## config.mk

```make
export PLATFORM = sky130hd
export DESIGN_NAME = gpio_pin_config_port
export DESIGN_NICKNAME = d
export VERILOG_FILES = /design/src/rtl/gpio_port_pkg.sv /design/src/rtl/gpio_pin_config_port.sv
export VERILOG_INCLUDE_DIRS = /design/src /design/src/rtl
export SDC_FILE = /design/constraint.sdc
export NUM_CORES = 1
export LEC_CHECK = 0
export BUFFER_PORTS_ARGS = -buffer_cell sky130_fd_sc_hd__buf_4
export CAP_MARGIN = 10
export CORE_MARGIN = 1
export CORE_UTILIZATION = 54
export DETAILED_ROUTE_END_ITERATION = 8
export PLACE_DENSITY_LB_ADDON = 0.08
export SYNTH_ARGS = -nofsm -noshare
export SYNTH_HDL_FRONTEND = slang
export SYNTH_SLANG_ARGS = --single-unit
```

## constraint.sdc

```tcl
create_clock -name i_clk -period 3.2 [get_ports i_clk]
set_clock_uncertainty 0.05 [all_clocks]
set_input_delay 0.16 -clock i_clk [delete_from_list [all_inputs] [get_ports i_clk]]
set_output_delay 0.16 -clock i_clk [all_outputs]
set_load 0.05 [all_outputs]
```

## src/rtl/gpio_port_consts.svh

```systemverilog
// Constants for the pin configuration port: field codes, reset values, counts.
// Assumes inclusion by bare name from the package and the port module.
`ifndef GPIO_PORT_CONSTS_SVH
`define GPIO_PORT_CONSTS_SVH
`define PIN_COUNT 16
`define CFG_ANALOG 2'h0
`define CFG_FLOAT 2'h1
`define CFG_PULLED 2'h2
`define CFG_OUT_PP 2'h0
`define CFG_OUT_OD 2'h1
`define CFG_AF_PP 2'h2
`define CFG_AF_OD 2'h3
`define SPEED_INPUT 2'h0
`define SPEED_10M 2'h1
`define SPEED_2M 2'h2
`define SPEED_50M 2'h3
`define FAST_SEL_ON 2'h3
`define PIN_CFG_RESET 4'h4
`define COMP_SETTLE_NS 1000
`define CLK_PERIOD_NS 50
`define COMP_SETTLE_CYC ((`COMP_SETTLE_NS + `CLK_PERIOD_NS - 1) / `CLK_PERIOD_NS)
`endif

```

## src/rtl/gpio_port_pkg.sv

```systemverilog
// Types for the pin configuration port.
// Assumes gpio_port_consts.svh is on the include path.
`include "gpio_port_consts.svh"
package gpio_port_pkg;
  // Per-pin configuration: mode field above speed field
  typedef struct packed {
    logic [1:0] cfg;
    logic [1:0] speed;
  } pin_cfg_t;
  // Pad controls for all pins
  typedef struct packed {
    logic [15:0] out;
    logic [15:0] oe_n;
    logic [15:0] pull_up;
    logic [15:0] pull_down;
    logic [15:0] schmitt_en;
  } pad_ctrl_t;
  typedef enum logic [1:0] {LK_IDLE, LK_ONE, LK_ZERO, LK_ONE2} lock_state_t;
endpackage
```

## src/rtl/gpio_pin_config_port.sv

```systemverilog
// Pin configuration port: modes, latch, atomic set/clear, lock, compensation.
// Assumes pins pass through pads controlled here; software strobes are one-cycle pulses.
`timescale 1ns/1ps
`include "gpio_port_consts.svh"

// Operation
// - Speed 00 is input: cfg 00 analog, 01 floating, 10 pulled per latch.
// - Nonzero speed: cfg 00 push-pull, 01 open-drain, 10/11 alternate function.
// - Speed 01 10MHz, 10 2MHz, 11 50MHz; fastest needs fast select 11.
// - After reset ordinary pins are floating inputs with alternate functions off.
// - Debug pins reset pulled: 15,13,4 up, 14 down, 3 floating.
// - Pin levels are sampled into the input register every clock.
// - General output drives the pin from its latch bit.
// - Set and clear writes affect only the bits written as one.
// - Interrupt lines see a pin only in input mode.
// - Input mode: Schmitt on, pull selectable, output buffer off.
// - General output: buffer and Schmitt on, pulls off.
// - Open-drain: latch 0 drives low, 1 releases.
// - Push-pull: latch 0 drives low, 1 drives high.
// - Latch reads last written value; input register reads sampled pins.
// - Analog: pulls, buffer and Schmitt off; input bit reads zero.
// - Alternate function: peripheral drives the buffer instead of the latch.
// - Completed lock sequence freezes locked pins' configuration until reset.
// - Compensation off after reset; ready flag rises once enabled.
module gpio_pin_config_port #(
  parameter int PINS = `PIN_COUNT,
  parameter logic [15:0] RESET_PULL_UP = 16'h0000,
  parameter logic [15:0] RESET_PULL_DOWN = 16'h0000,
  parameter logic [15:0] RESET_PULLED = 16'h0000
) (
  input wire logic i_clk,
  input wire logic i_reset_n,
  input wire logic i_cfg_wr,
  input wire logic [3:0] i_cfg_pin,
  input wire gpio_port_pkg::pin_cfg_t i_cfg_data,
  input wire logic [1:0] i_fast_mode_sel,
  input wire logic i_latch_wr,
  input wire logic [15:0] i_latch_data,
  input wire logic i_set_wr,
  input wire logic [15:0] i_set_mask,
  input wire logic i_clear_wr,
  input wire logic [15:0] i_clear_mask,
  input wire logic i_lock_wr,
  input wire logic i_lock_key_bit,
  input wire logic [15:0] i_pin_lock_bit,
  input wire logic i_lock_rd,
  input wire logic i_comp_en,
  input wire logic [15:0] i_af_out,
  input wire logic [15:0] i_pin_in,
  output logic [15:0] o_output_latch,
  output logic [15:0] o_input_sample,
  output gpio_port_pkg::pad_ctrl_t o_pad,
  output logic [15:0] o_exti_line,
  output logic [15:0] o_fast_ok,
  output logic o_lock_active,
  output logic [15:0] o_locked_pins,
  output logic o_comp_cell_ready
);
  import gpio_port_pkg::*;

  // ****************************************
  // Storage
  // ****************************************
  pin_cfg_t cfg_q [PINS];
  // Pins that come up pulled, with the latch choosing the direction
  localparam logic [15:0] RESET_PULL_ANY = RESET_PULLED | RESET_PULL_UP | RESET_PULL_DOWN;
  logic [15:0] latch_q, latch_d;
  logic [15:0] sync1_q, sync2_q, sync3_q, stable_q;
  lock_state_t lk_q, lk_d;
  logic [15:0] lk_bits_q;
  logic lock_q;
  logic [15:0] locked_q;
  logic [5:0] comp_cnt_q;
  logic comp_rdy_q;

  // ****************************************
  // Mode decode per pin
  // ****************************************
  logic [15:0] is_input, is_analog, is_pulled, is_af, is_od, is_out;
  logic [15:0] pad_drive, pad_oe_n, pu, pd, st_en;

  function automatic logic mode_in(input pin_cfg_t c);
    mode_in = (c.speed == `SPEED_INPUT);
  endfunction

  genvar g;
  generate
    for (g = 0; g < PINS; g++) begin : g_pin
      // Decode of mode and speed fields
      assign is_input[g] = mode_in(cfg_q[g]);
      assign is_analog[g] = is_input[g] && cfg_q[g].cfg == `CFG_ANALOG;
      assign is_pulled[g] = is_input[g] && cfg_q[g].cfg == `CFG_PULLED;
      assign is_af[g] = !is_input[g] && cfg_q[g].cfg[1];
      assign is_od[g] = !is_input[g] && cfg_q[g].cfg[0];
      assign is_out[g] = !is_input[g];
      // Highest speed only valid with fast select set
      assign o_fast_ok[g] = cfg_q[g].speed != `SPEED_50M || i_fast_mode_sel == `FAST_SEL_ON;
      // Drive source: peripheral or latch
      assign pad_drive[g] = is_af[g] ? i_af_out[g] : latch_q[g];
      // Open-drain releases on one, push-pull always drives
      assign pad_oe_n[g] = !is_out[g] || (is_od[g] && pad_drive[g]);
      assign pu[g] = is_pulled[g] && latch_q[g];
      assign pd[g] = is_pulled[g] && !latch_q[g];
      assign st_en[g] = !is_analog[g];
    end
  endgenerate

  // Pad bundle and interrupt routing
  assign o_pad = '{out: pad_drive & ~{16{1'b0}}, oe_n: pad_oe_n, pull_up: pu, pull_down: pd, schmitt_en: st_en};
  assign o_exti_line = stable_q & is_input & ~is_analog;

  // ****************************************
  // Pin sampling
  // ****************************************
  // Three-stage synchroniser, accept when last two agree
  always_ff @(posedge i_clk) begin
    sync1_q <= i_pin_in;
    sync2_q <= sync1_q;
    sync3_q <= sync2_q;
  end
  always_ff @(posedge i_clk) begin
    if (!i_reset_n) begin
      stable_q <= 16'h0000;
    end else begin
      stable_q <= (sync2_q & sync3_q) | (stable_q & (sync2_q ^ sync3_q));
    end
  end
  // Input register updated every clock, analog reads zero
  always_ff @(posedge i_clk) begin
    if (!i_reset_n) begin
      o_input_sample <= 16'h0000;
    end else begin
      o_input_sample <= stable_q & ~is_analog;
    end
  end

  // ****************************************
  // Output latch
  // ****************************************
  // Full write, then atomic clear, then set
  always_comb begin
    latch_d = latch_q;
    if (i_latch_wr) begin
      latch_d = i_latch_data;
    end
    if (i_clear_wr) begin
      latch_d = latch_d & ~i_clear_mask;
    end
    if (i_set_wr) begin
      latch_d = latch_d | i_set_mask;
    end
  end
  always_ff @(posedge i_clk) begin
    if (!i_reset_n) begin
      latch_q <= RESET_PULL_UP;
    end else begin
      latch_q <= latch_d;
    end
  end
  assign o_output_latch = latch_q;

  // ****************************************
  // Configuration fields
  // ****************************************
  // Writes to frozen pins are dropped
  wire cfg_take = i_cfg_wr && !locked_q[i_cfg_pin];
  always_ff @(posedge i_clk) begin
    if (!i_reset_n) begin
      for (int i = 0; i < PINS; i++) begin
        cfg_q[i] <= RESET_PULL_ANY[i] ? pin_cfg_t'({`CFG_PULLED, `SPEED_INPUT}) : pin_cfg_t'(`PIN_CFG_RESET);
      end
    end else if (cfg_take) begin
      cfg_q[i_cfg_pin] <= i_cfg_data;
    end
  end

  // ****************************************
  // Lock key sequence
  // ****************************************
  // Key 1, 0, 1 with matching lock bits, then a read
  wire same_bits = i_pin_lock_bit == lk_bits_q;
  always_comb begin
    lk_d = lk_q;
    case (lk_q)
      LK_IDLE: begin
        if (i_lock_wr && i_lock_key_bit) lk_d = LK_ONE;
      end
      LK_ONE: begin
        if (i_lock_wr) lk_d = (!i_lock_key_bit && same_bits) ? LK_ZERO : LK_IDLE;
        else if (i_lock_rd) lk_d = LK_IDLE;
      end
      LK_ZERO: begin
        if (i_lock_wr) lk_d = (i_lock_key_bit && same_bits) ? LK_ONE2 : LK_IDLE;
        else if (i_lock_rd) lk_d = LK_IDLE;
      end
      LK_ONE2: begin
        if (i_lock_wr || i_lock_rd) lk_d = LK_IDLE;
      end
      default: lk_d = LK_IDLE;
    endcase
  end
  wire lock_done = (lk_q == LK_ONE2) && i_lock_rd && !i_lock_wr;
  always_ff @(posedge i_clk) begin
    if (!i_reset_n) begin
      lk_q <= LK_IDLE;
      lk_bits_q <= 16'h0000;
      lock_q <= 1'b0;
      locked_q <= 16'h0000;
    end else begin
      lk_q <= lock_q ? LK_IDLE : lk_d;
      if (i_lock_wr) lk_bits_q <= i_pin_lock_bit;
      if (lock_done && !lock_q) begin
        lock_q <= 1'b1;
        locked_q <= lk_bits_q;
      end
    end
  end
  assign o_lock_active = lock_q;
  assign o_locked_pins = locked_q;

  // ****************************************
  // Compensation cell
  // ****************************************
  // Ready after a settling count once enabled
  always_ff @(posedge i_clk) begin
    if (!i_reset_n || !i_comp_en) begin
      comp_cnt_q <= 6'h00;
      comp_rdy_q <= 1'b0;
    end else if (comp_cnt_q == 6'(`COMP_SETTLE_CYC - 1)) begin
      comp_rdy_q <= 1'b1;
    end else begin
      comp_cnt_q <= comp_cnt_q + 6'h01;
    end
  end
  assign o_comp_cell_ready = comp_rdy_q;

  // ****************************************
  // Checks
  // ****************************************
  // Cycles that the compensation enable has stood high
  logic [5:0] en_run_q;
  always_ff @(posedge i_clk) begin
    if (!i_reset_n || !i_comp_en) begin
      en_run_q <= 6'h00;
    end else if (en_run_q != 6'h3F) begin
      en_run_q <= en_run_q + 6'h01;
    end
  end
endmodule // gpio_pin_config_port

```

Word-level counts from Yosys, hierarchy flattened

Memories as Yosys holds them, arrays and structs flattened.
Cells that the tools add are included.

$add $sub $neg: 1
$lt $le $gt $ge: 1
Equal/unequal tests: 40
Reductions and logical operators: 243
Muxes and demuxes: 36
Bitwise gates (word level): 12

Operators by type and width:

| kind                                                | count |
|---|---|
| logical AND 1 bit                                   | 119 |
| AND 16 bit                                          | 6 |
| zero test 2 bit                                     | 33 |
| zero test 1 bit                                     | 54 |
| 2-to-1 mux 16 bit                                   | 3 |
| == test 2 bit (second input constant)               | 19 |
| inequality test 2 bit (second input constant)       | 18 |
| logical OR 1 bit                                    | 34 |
| NOT 16 bit                                          | 2 |
| bitwise OR 16 bit                                   | 2 |
| 2-to-1 mux 1 bit                                    | 22 |
| == test 16 bit                                      | 1 |
| bitwise XOR 16 bit                                  | 1 |
| 2-to-1 mux 2 bit                                    | 7 |
| 2-to-1 mux 4 bit                                    | 2 |
| case mux 2 bit (4 select lines)                     | 1 |
| adder 6 x 1 -> 6 bit (second input constant)        | 1 |
| == test 6 x 5 -> 1 bit (second input constant)      | 1 |
| < comparator 4 x 5 -> 1 bit (second input constant) | 1 |
| binary-select mux 1 bit (select 4 bit)              | 1 |
| OR reduction 4 bit                                  | 1 |
| == test 2 x 1 -> 1 bit (second input constant)      | 1 |
| AND reduction 2 bit                                 | 1 |
| OR reduction 2 bit                                  | 1 |
| NOT 1 bit                                           | 1 |

Output and inout port bits: 162
Logic and storage cells: 346
Memories: 1
Bits in writable memories: 64
Register bits after elaboration: 138

Memories:

| memory | depth | width | read ports | clocked after Yosys merged registers in | write ports | RTL line                   | RTL |
|---|---|---|---|---|---|---|---|
| cfg_q  | 16    | 4     | 16         | 0                                       | 16          | gpio_pin_config_port.sv:64 | `pin_cfg_t cfg_q [PINS];` |

Longest topological paths before layout

Depth after elaboration: 9
Mapped depth: 6

Least setup slack after synthesis

Ideal clock, no wire load.

Path type: reg-to-output
From: mem cfg_q[0][1] in the netlist's numbering
To: out o_exti_line[0]
Buffers on the path: 0
Setup slack: 968 ps
Stages on the path, launching flop included: 5
Data arrival time: 2022 ps
Data required time: 2990 ps
Cells stage by stage: edfxtp_1 > nor3_1 > nand2b_1 > nand2_1 > nor3_1

RTL lines:

| item            | RTL line                   | RTL |
|---|---|---|
| start, declared | gpio_pin_config_port.sv:64 |  |
| end, declared   | gpio_pin_config_port.sv:53 | `output logic [15:0] o_exti_line,` |

==> impl_summary.md <==
Synth
The average instance in the mapped netlist occupies 10.51 um^2. The yosys synthesis warning count is 0. The synthesized design contains between 200 and 250 register bits. After synthesis the cells add up to approximately 8400 um^2. Sorting the synthesized cells by area gives the leading types as sky130_fd_sc_hd__dfxtp_1 (33%), sky130_fd_sc_hd__edfxtp_1 (23%), sky130_fd_sc_hd__mux2i_1 (4.0%). The share of the synthesized area in the top cell type is 0.3305. Of all cell types, the one taking the most synthesized area is sky130_fd_sc_hd__dfxtp_1. The proportion of synthesized chip area in sequential cells is 0.5605.

The number of nets produced by synthesis is 928. The number of distinct library cells after synthesis is 34. The synthesized netlist cell count is 795.

Floorplanning
The floorplan die area is 15980 um^2. The standard cell core area is between 15000 and 20000 um^2. In this run the horizontal extent of the chip is roughly 130 um.

The effective utilization at floorplan is 0.5518. The I/O pin total is 278. The floorplan step set the die height to roughly 130 um. The number of placement rows is 45.

Run status
The run finished with clean final reports.

Critical path
The endpoint of the most critical setup path is o_pad[57]. The endpoint identified for the worst register-to-register timing path is lk_q[1]. The critical path runs through a total of 5 cells. The worst-case register-to-register setup slack is 1180 ps. The type of element launching the critical path is a flop. Data arrives at the worst endpoint at 1950 ps. Grouping stages by cell kind, the critical path spends the most delay in flip-flops. STA classifies the critical path endpoint as an output port. Walking the worst path, the cells encountered are o21ai_0 -> mux2_2 -> nand2_1 -> o21ai_0 -> buf_4. The number of buffers and inverters on the critical path is 1. The maximum single-stage delay on the critical path is 470 ps. The critical setup path kind is reg2out. Tracing the worst setup path back leads to its startpoint at cfg_q[9][1]. The cell with the largest stage delay on the worst path is sky130_fd_sc_hd__edfxtp_1. The worst register-to-register path has a depth of 5. Of all nets on the critical path, the largest fanout is 5. Counting stages on the worst path, the most repeated cell is sky130_fd_sc_hd__o21ai_0. In this run the critical register-to-register path is launched from lk_bits_q[9]. Data on the critical path is required at its endpoint by 2990 ps.

Detailed routing
The final routed wirelength across all metal layers is 22250 um. The detailed router finished its first iteration with 298 violations. For this run, design rule violations remaining after detail routing come to 0. The routed layout has 6955 vias. The average vias per placed instance is 5.190.

The number of detailed-routing iterations run before antenna repair is 5. The number of nets with antenna violations after detailed routing is 0. The mean routed wirelength per cell is 16.61 um.

STA
The setup total negative slack is 0 ps. The number of endpoints with negative hold slack in the final report came to 0. The count of final setup violators is 0. Of the available clock period, the critical path in the final layout requires 0.6737.

The highest clock frequency the design can meet is 0.4639 GHz. The number of pins exceeding their max-slew limit in the final report is 0. The shortest period the worst path allows is 2156 ps. Once routing completed, OpenROAD measured the worst setup slack at 1044 ps. Setup repair after global routing left no endpoint under its margin. The transition time at the pin with the least slew margin is 842.2 ps. Headroom to the max-slew limit came out at 0.4372.

Clocking
The number of gates resized after cts is 0. For this design, the CTS-stage hold fixing added 68 buffers. The clock latency on the worst-skew pair is 490 ps. Clock-pin slew was measured on the worst setup and hold paths at ~60 ps.

In this run the number of H-tree levels came out at 1. The master cell of the clock root buffer is sky130_fd_sc_hd__clkbuf_16. In this run the post-CTS setup repair buffer count came out at 0. TritonCTS built the clock tree. The number of sinks handled by clock tree synthesis is a little over 200. The largest buffer count on any clock path is 3. The CTS buffer count is 21.

Power and ir drop
The static power due to leakage is between 0.005 and 0.006 uW. Across the VDD grid, the largest voltage drop is 0.4252 mV. Power spread over the standard cell area amounts to 528.2 nW/um^2.

GRT
After global routing the overflow that remains totals 0. The number of global-route vias before repair is 6819. The first global-routing pass estimated 34360 um of wire.

Entering global routing, the biggest net connects 52 pins. The initial antenna violation count came to 0. The combined global-route utilization of all metal layers is 0.2735.

Final layout
The net count of the finished layout is between 1000 and 1500. The sequential cells in the finished layout cover a total of 4684 um^2. The area of the multi-input gates is approximately 3600 um^2. The number of antenna diodes in the final layout is 0. The signed area change from the synthesized netlist to the final layout is 43.19%. The commonest non-fill, non-tap cell in the layout is sky130_fd_sc_hd__buf_4.

Fill cells in the final layout number around 1000. In the final layout, the share of cells above drive strength 1 is 0.3003. The top cell types in the final layout, fill and taps aside, are sky130_fd_sc_hd__buf_4 (279), sky130_fd_sc_hd__dfxtp_1 (138), sky130_fd_sc_hd__nand2_1 (88).

Placement
The routability-driven placement congestion ratio is 0.8378. The placed wire-length estimate is between 15000 and 20000 um. The port buffer count is roughly 280.

Timing analysis after detailed placement gives a worst setup slack of 1368 ps.

Run
The max-capacitance violation count is 0.

Worst hold path
The min-delay analysis places its worst path in the category in2reg.
## cells in the mapped netlist
library cell               count
sky130_fd_sc_hd__nor4_2        3
sky130_fd_sc_hd__nor3b_1       2
sky130_fd_sc_hd__mux2_2       16
sky130_fd_sc_hd__and3_1       32
sky130_fd_sc_hd__nor3_2        9
sky130_fd_sc_hd__mux2i_1      33
sky130_fd_sc_hd__nor2b_1      49
sky130_fd_sc_hd__nand4_1       4
sky130_fd_sc_hd__xor2_1       18
sky130_fd_sc_hd__nand3b_1      1
sky130_fd_sc_hd__nor4_1        4
sky130_fd_sc_hd__o21ai_0      35
sky130_fd_sc_hd__xnor2_1       3
sky130_fd_sc_hd__and4_1        1
sky130_fd_sc_hd__o21a_1        1
sky130_fd_sc_hd__buf_2         5
sky130_fd_sc_hd__dfxtp_1     138
sky130_fd_sc_hd__nand4b_1      2
sky130_fd_sc_hd__buf_4         2
sky130_fd_sc_hd__nand2b_1     52
sky130_fd_sc_hd__nor3_1       39
sky130_fd_sc_hd__a21oi_1      48
sky130_fd_sc_hd__nor4_4        1
sky130_fd_sc_hd__a21boi_0     16
sky130_fd_sc_hd__clkbuf_1     20
sky130_fd_sc_hd__or3_1         1
sky130_fd_sc_hd__nand2_1      88
sky130_fd_sc_hd__nand3_1      18
sky130_fd_sc_hd__o41ai_1       1
sky130_fd_sc_hd__and2_1       48
sky130_fd_sc_hd__edfxtp_1     64
sky130_fd_sc_hd__or3_4         1
sky130_fd_sc_hd__nor2_1       23
sky130_fd_sc_hd__ha_1         17
## sequential cells by signal, indices dropped and copies added (netlist names)
register and count:
lk_bits_q 16, o_output_latch 16, sync2_q 16, cfg_q 64
lk_q 2, sync1_q 16, o_lock_active 1, sync3_q 16
stable_q 16, o_comp_cell_ready 1, o_locked_pins 16, o_input_sample 16
comp_cnt_q 6
## report_power, final
group	switching, uW	internal [uW]	leakage [uW]
registers	108	2770	0.00176
clock network	959	1460	0.000358
logic	613	408	0.00308
total	1680	4640	0.00520
## worst register-to-register path: cells and delay by family (launching register included)
family	cells	cell delay, ps
AOI/OAI and AO/OA	1	170
xor gates and xnor gates	1	170
buffers and inverters	1	560
DFF	1	340
and+or+nand+nor	2	670
## through the flow
step	utilization	area [um^2]	total power [uW]	cells	hold WS, ps
3_5_place_dp	0.6981	10570	3867	1235	215.8
4_1_cts	0.7902	11970	6357	1340	8.551
3_3_place_gp	0.6981	10570	3855	1235	214.9
5_1_grt	0.7902	11970	6544	1340	33.19
2_1_floorplan	-	8358	3500	795	137.7
6_report	0.7902	11970	6322	1340	18.79
## final cells by class
| class | count | area share |
|---|---|---|
| clock buffers | 30 | 0.05614 |
| clock inverters | 7 | 0.003555 |
| multi-input cells | 566 | 0.2973 |
| flip-flops and latches | 202 | 0.3914 |
| well taps | 188 | 0.01966 |
| repair buffers | 347 | 0.2319 |
## logic make-up after synthesis
kind of cell,Yosys count,synth area share
simple gates,378,0.2512
flops,202,0.5605
compound gates,101,0.06602
mux,49,0.06108
buf+inv,27,0.01377
xor+xnor,21,0.02201
fa+ha+maj,17,0.02545
## how the worst min path moves through the flow
| stage | from | end | slack, ps | cells after the start |
|---|---|---|---|---|
| after detailed placement | i_pin_in[6] | sync1_q[6] | 220 | 1 |
| after CTS | i_clear_mask[15] | o_output_latch[15] | 9 | 4 |
| after global routing | i_comp_en | comp_cnt_q[1] | 30 | 3 |
| after floorplan | i_pin_in[0] | sync1_q[0] | 140 | 0 |
| final | i_clear_mask[15] | o_output_latch[15] | 20 | 4 |
| after global placement | i_pin_in[14] | sync1_q[14] | 210 | 1 |
## metal layers
| layer | share of wire | track usage | wire length [um] | up-vias |
|---|---|---|---|---|
| met5 | 0 | 0 | 0 | - |
| met4 | 0.033 | 0.1226 | 729 | 0 |
| met3 | 0.063 | 0.05019 | 1391 | 52 |
| met2 | 0.50 | 0.4930 | 11230 | 239 |
| met1 | 0.40 | 0.3165 | 8899 | 3209 |
| li1 | - | - | - | 3455 |
Note: power is estimated with default switching activity, not from simulation.
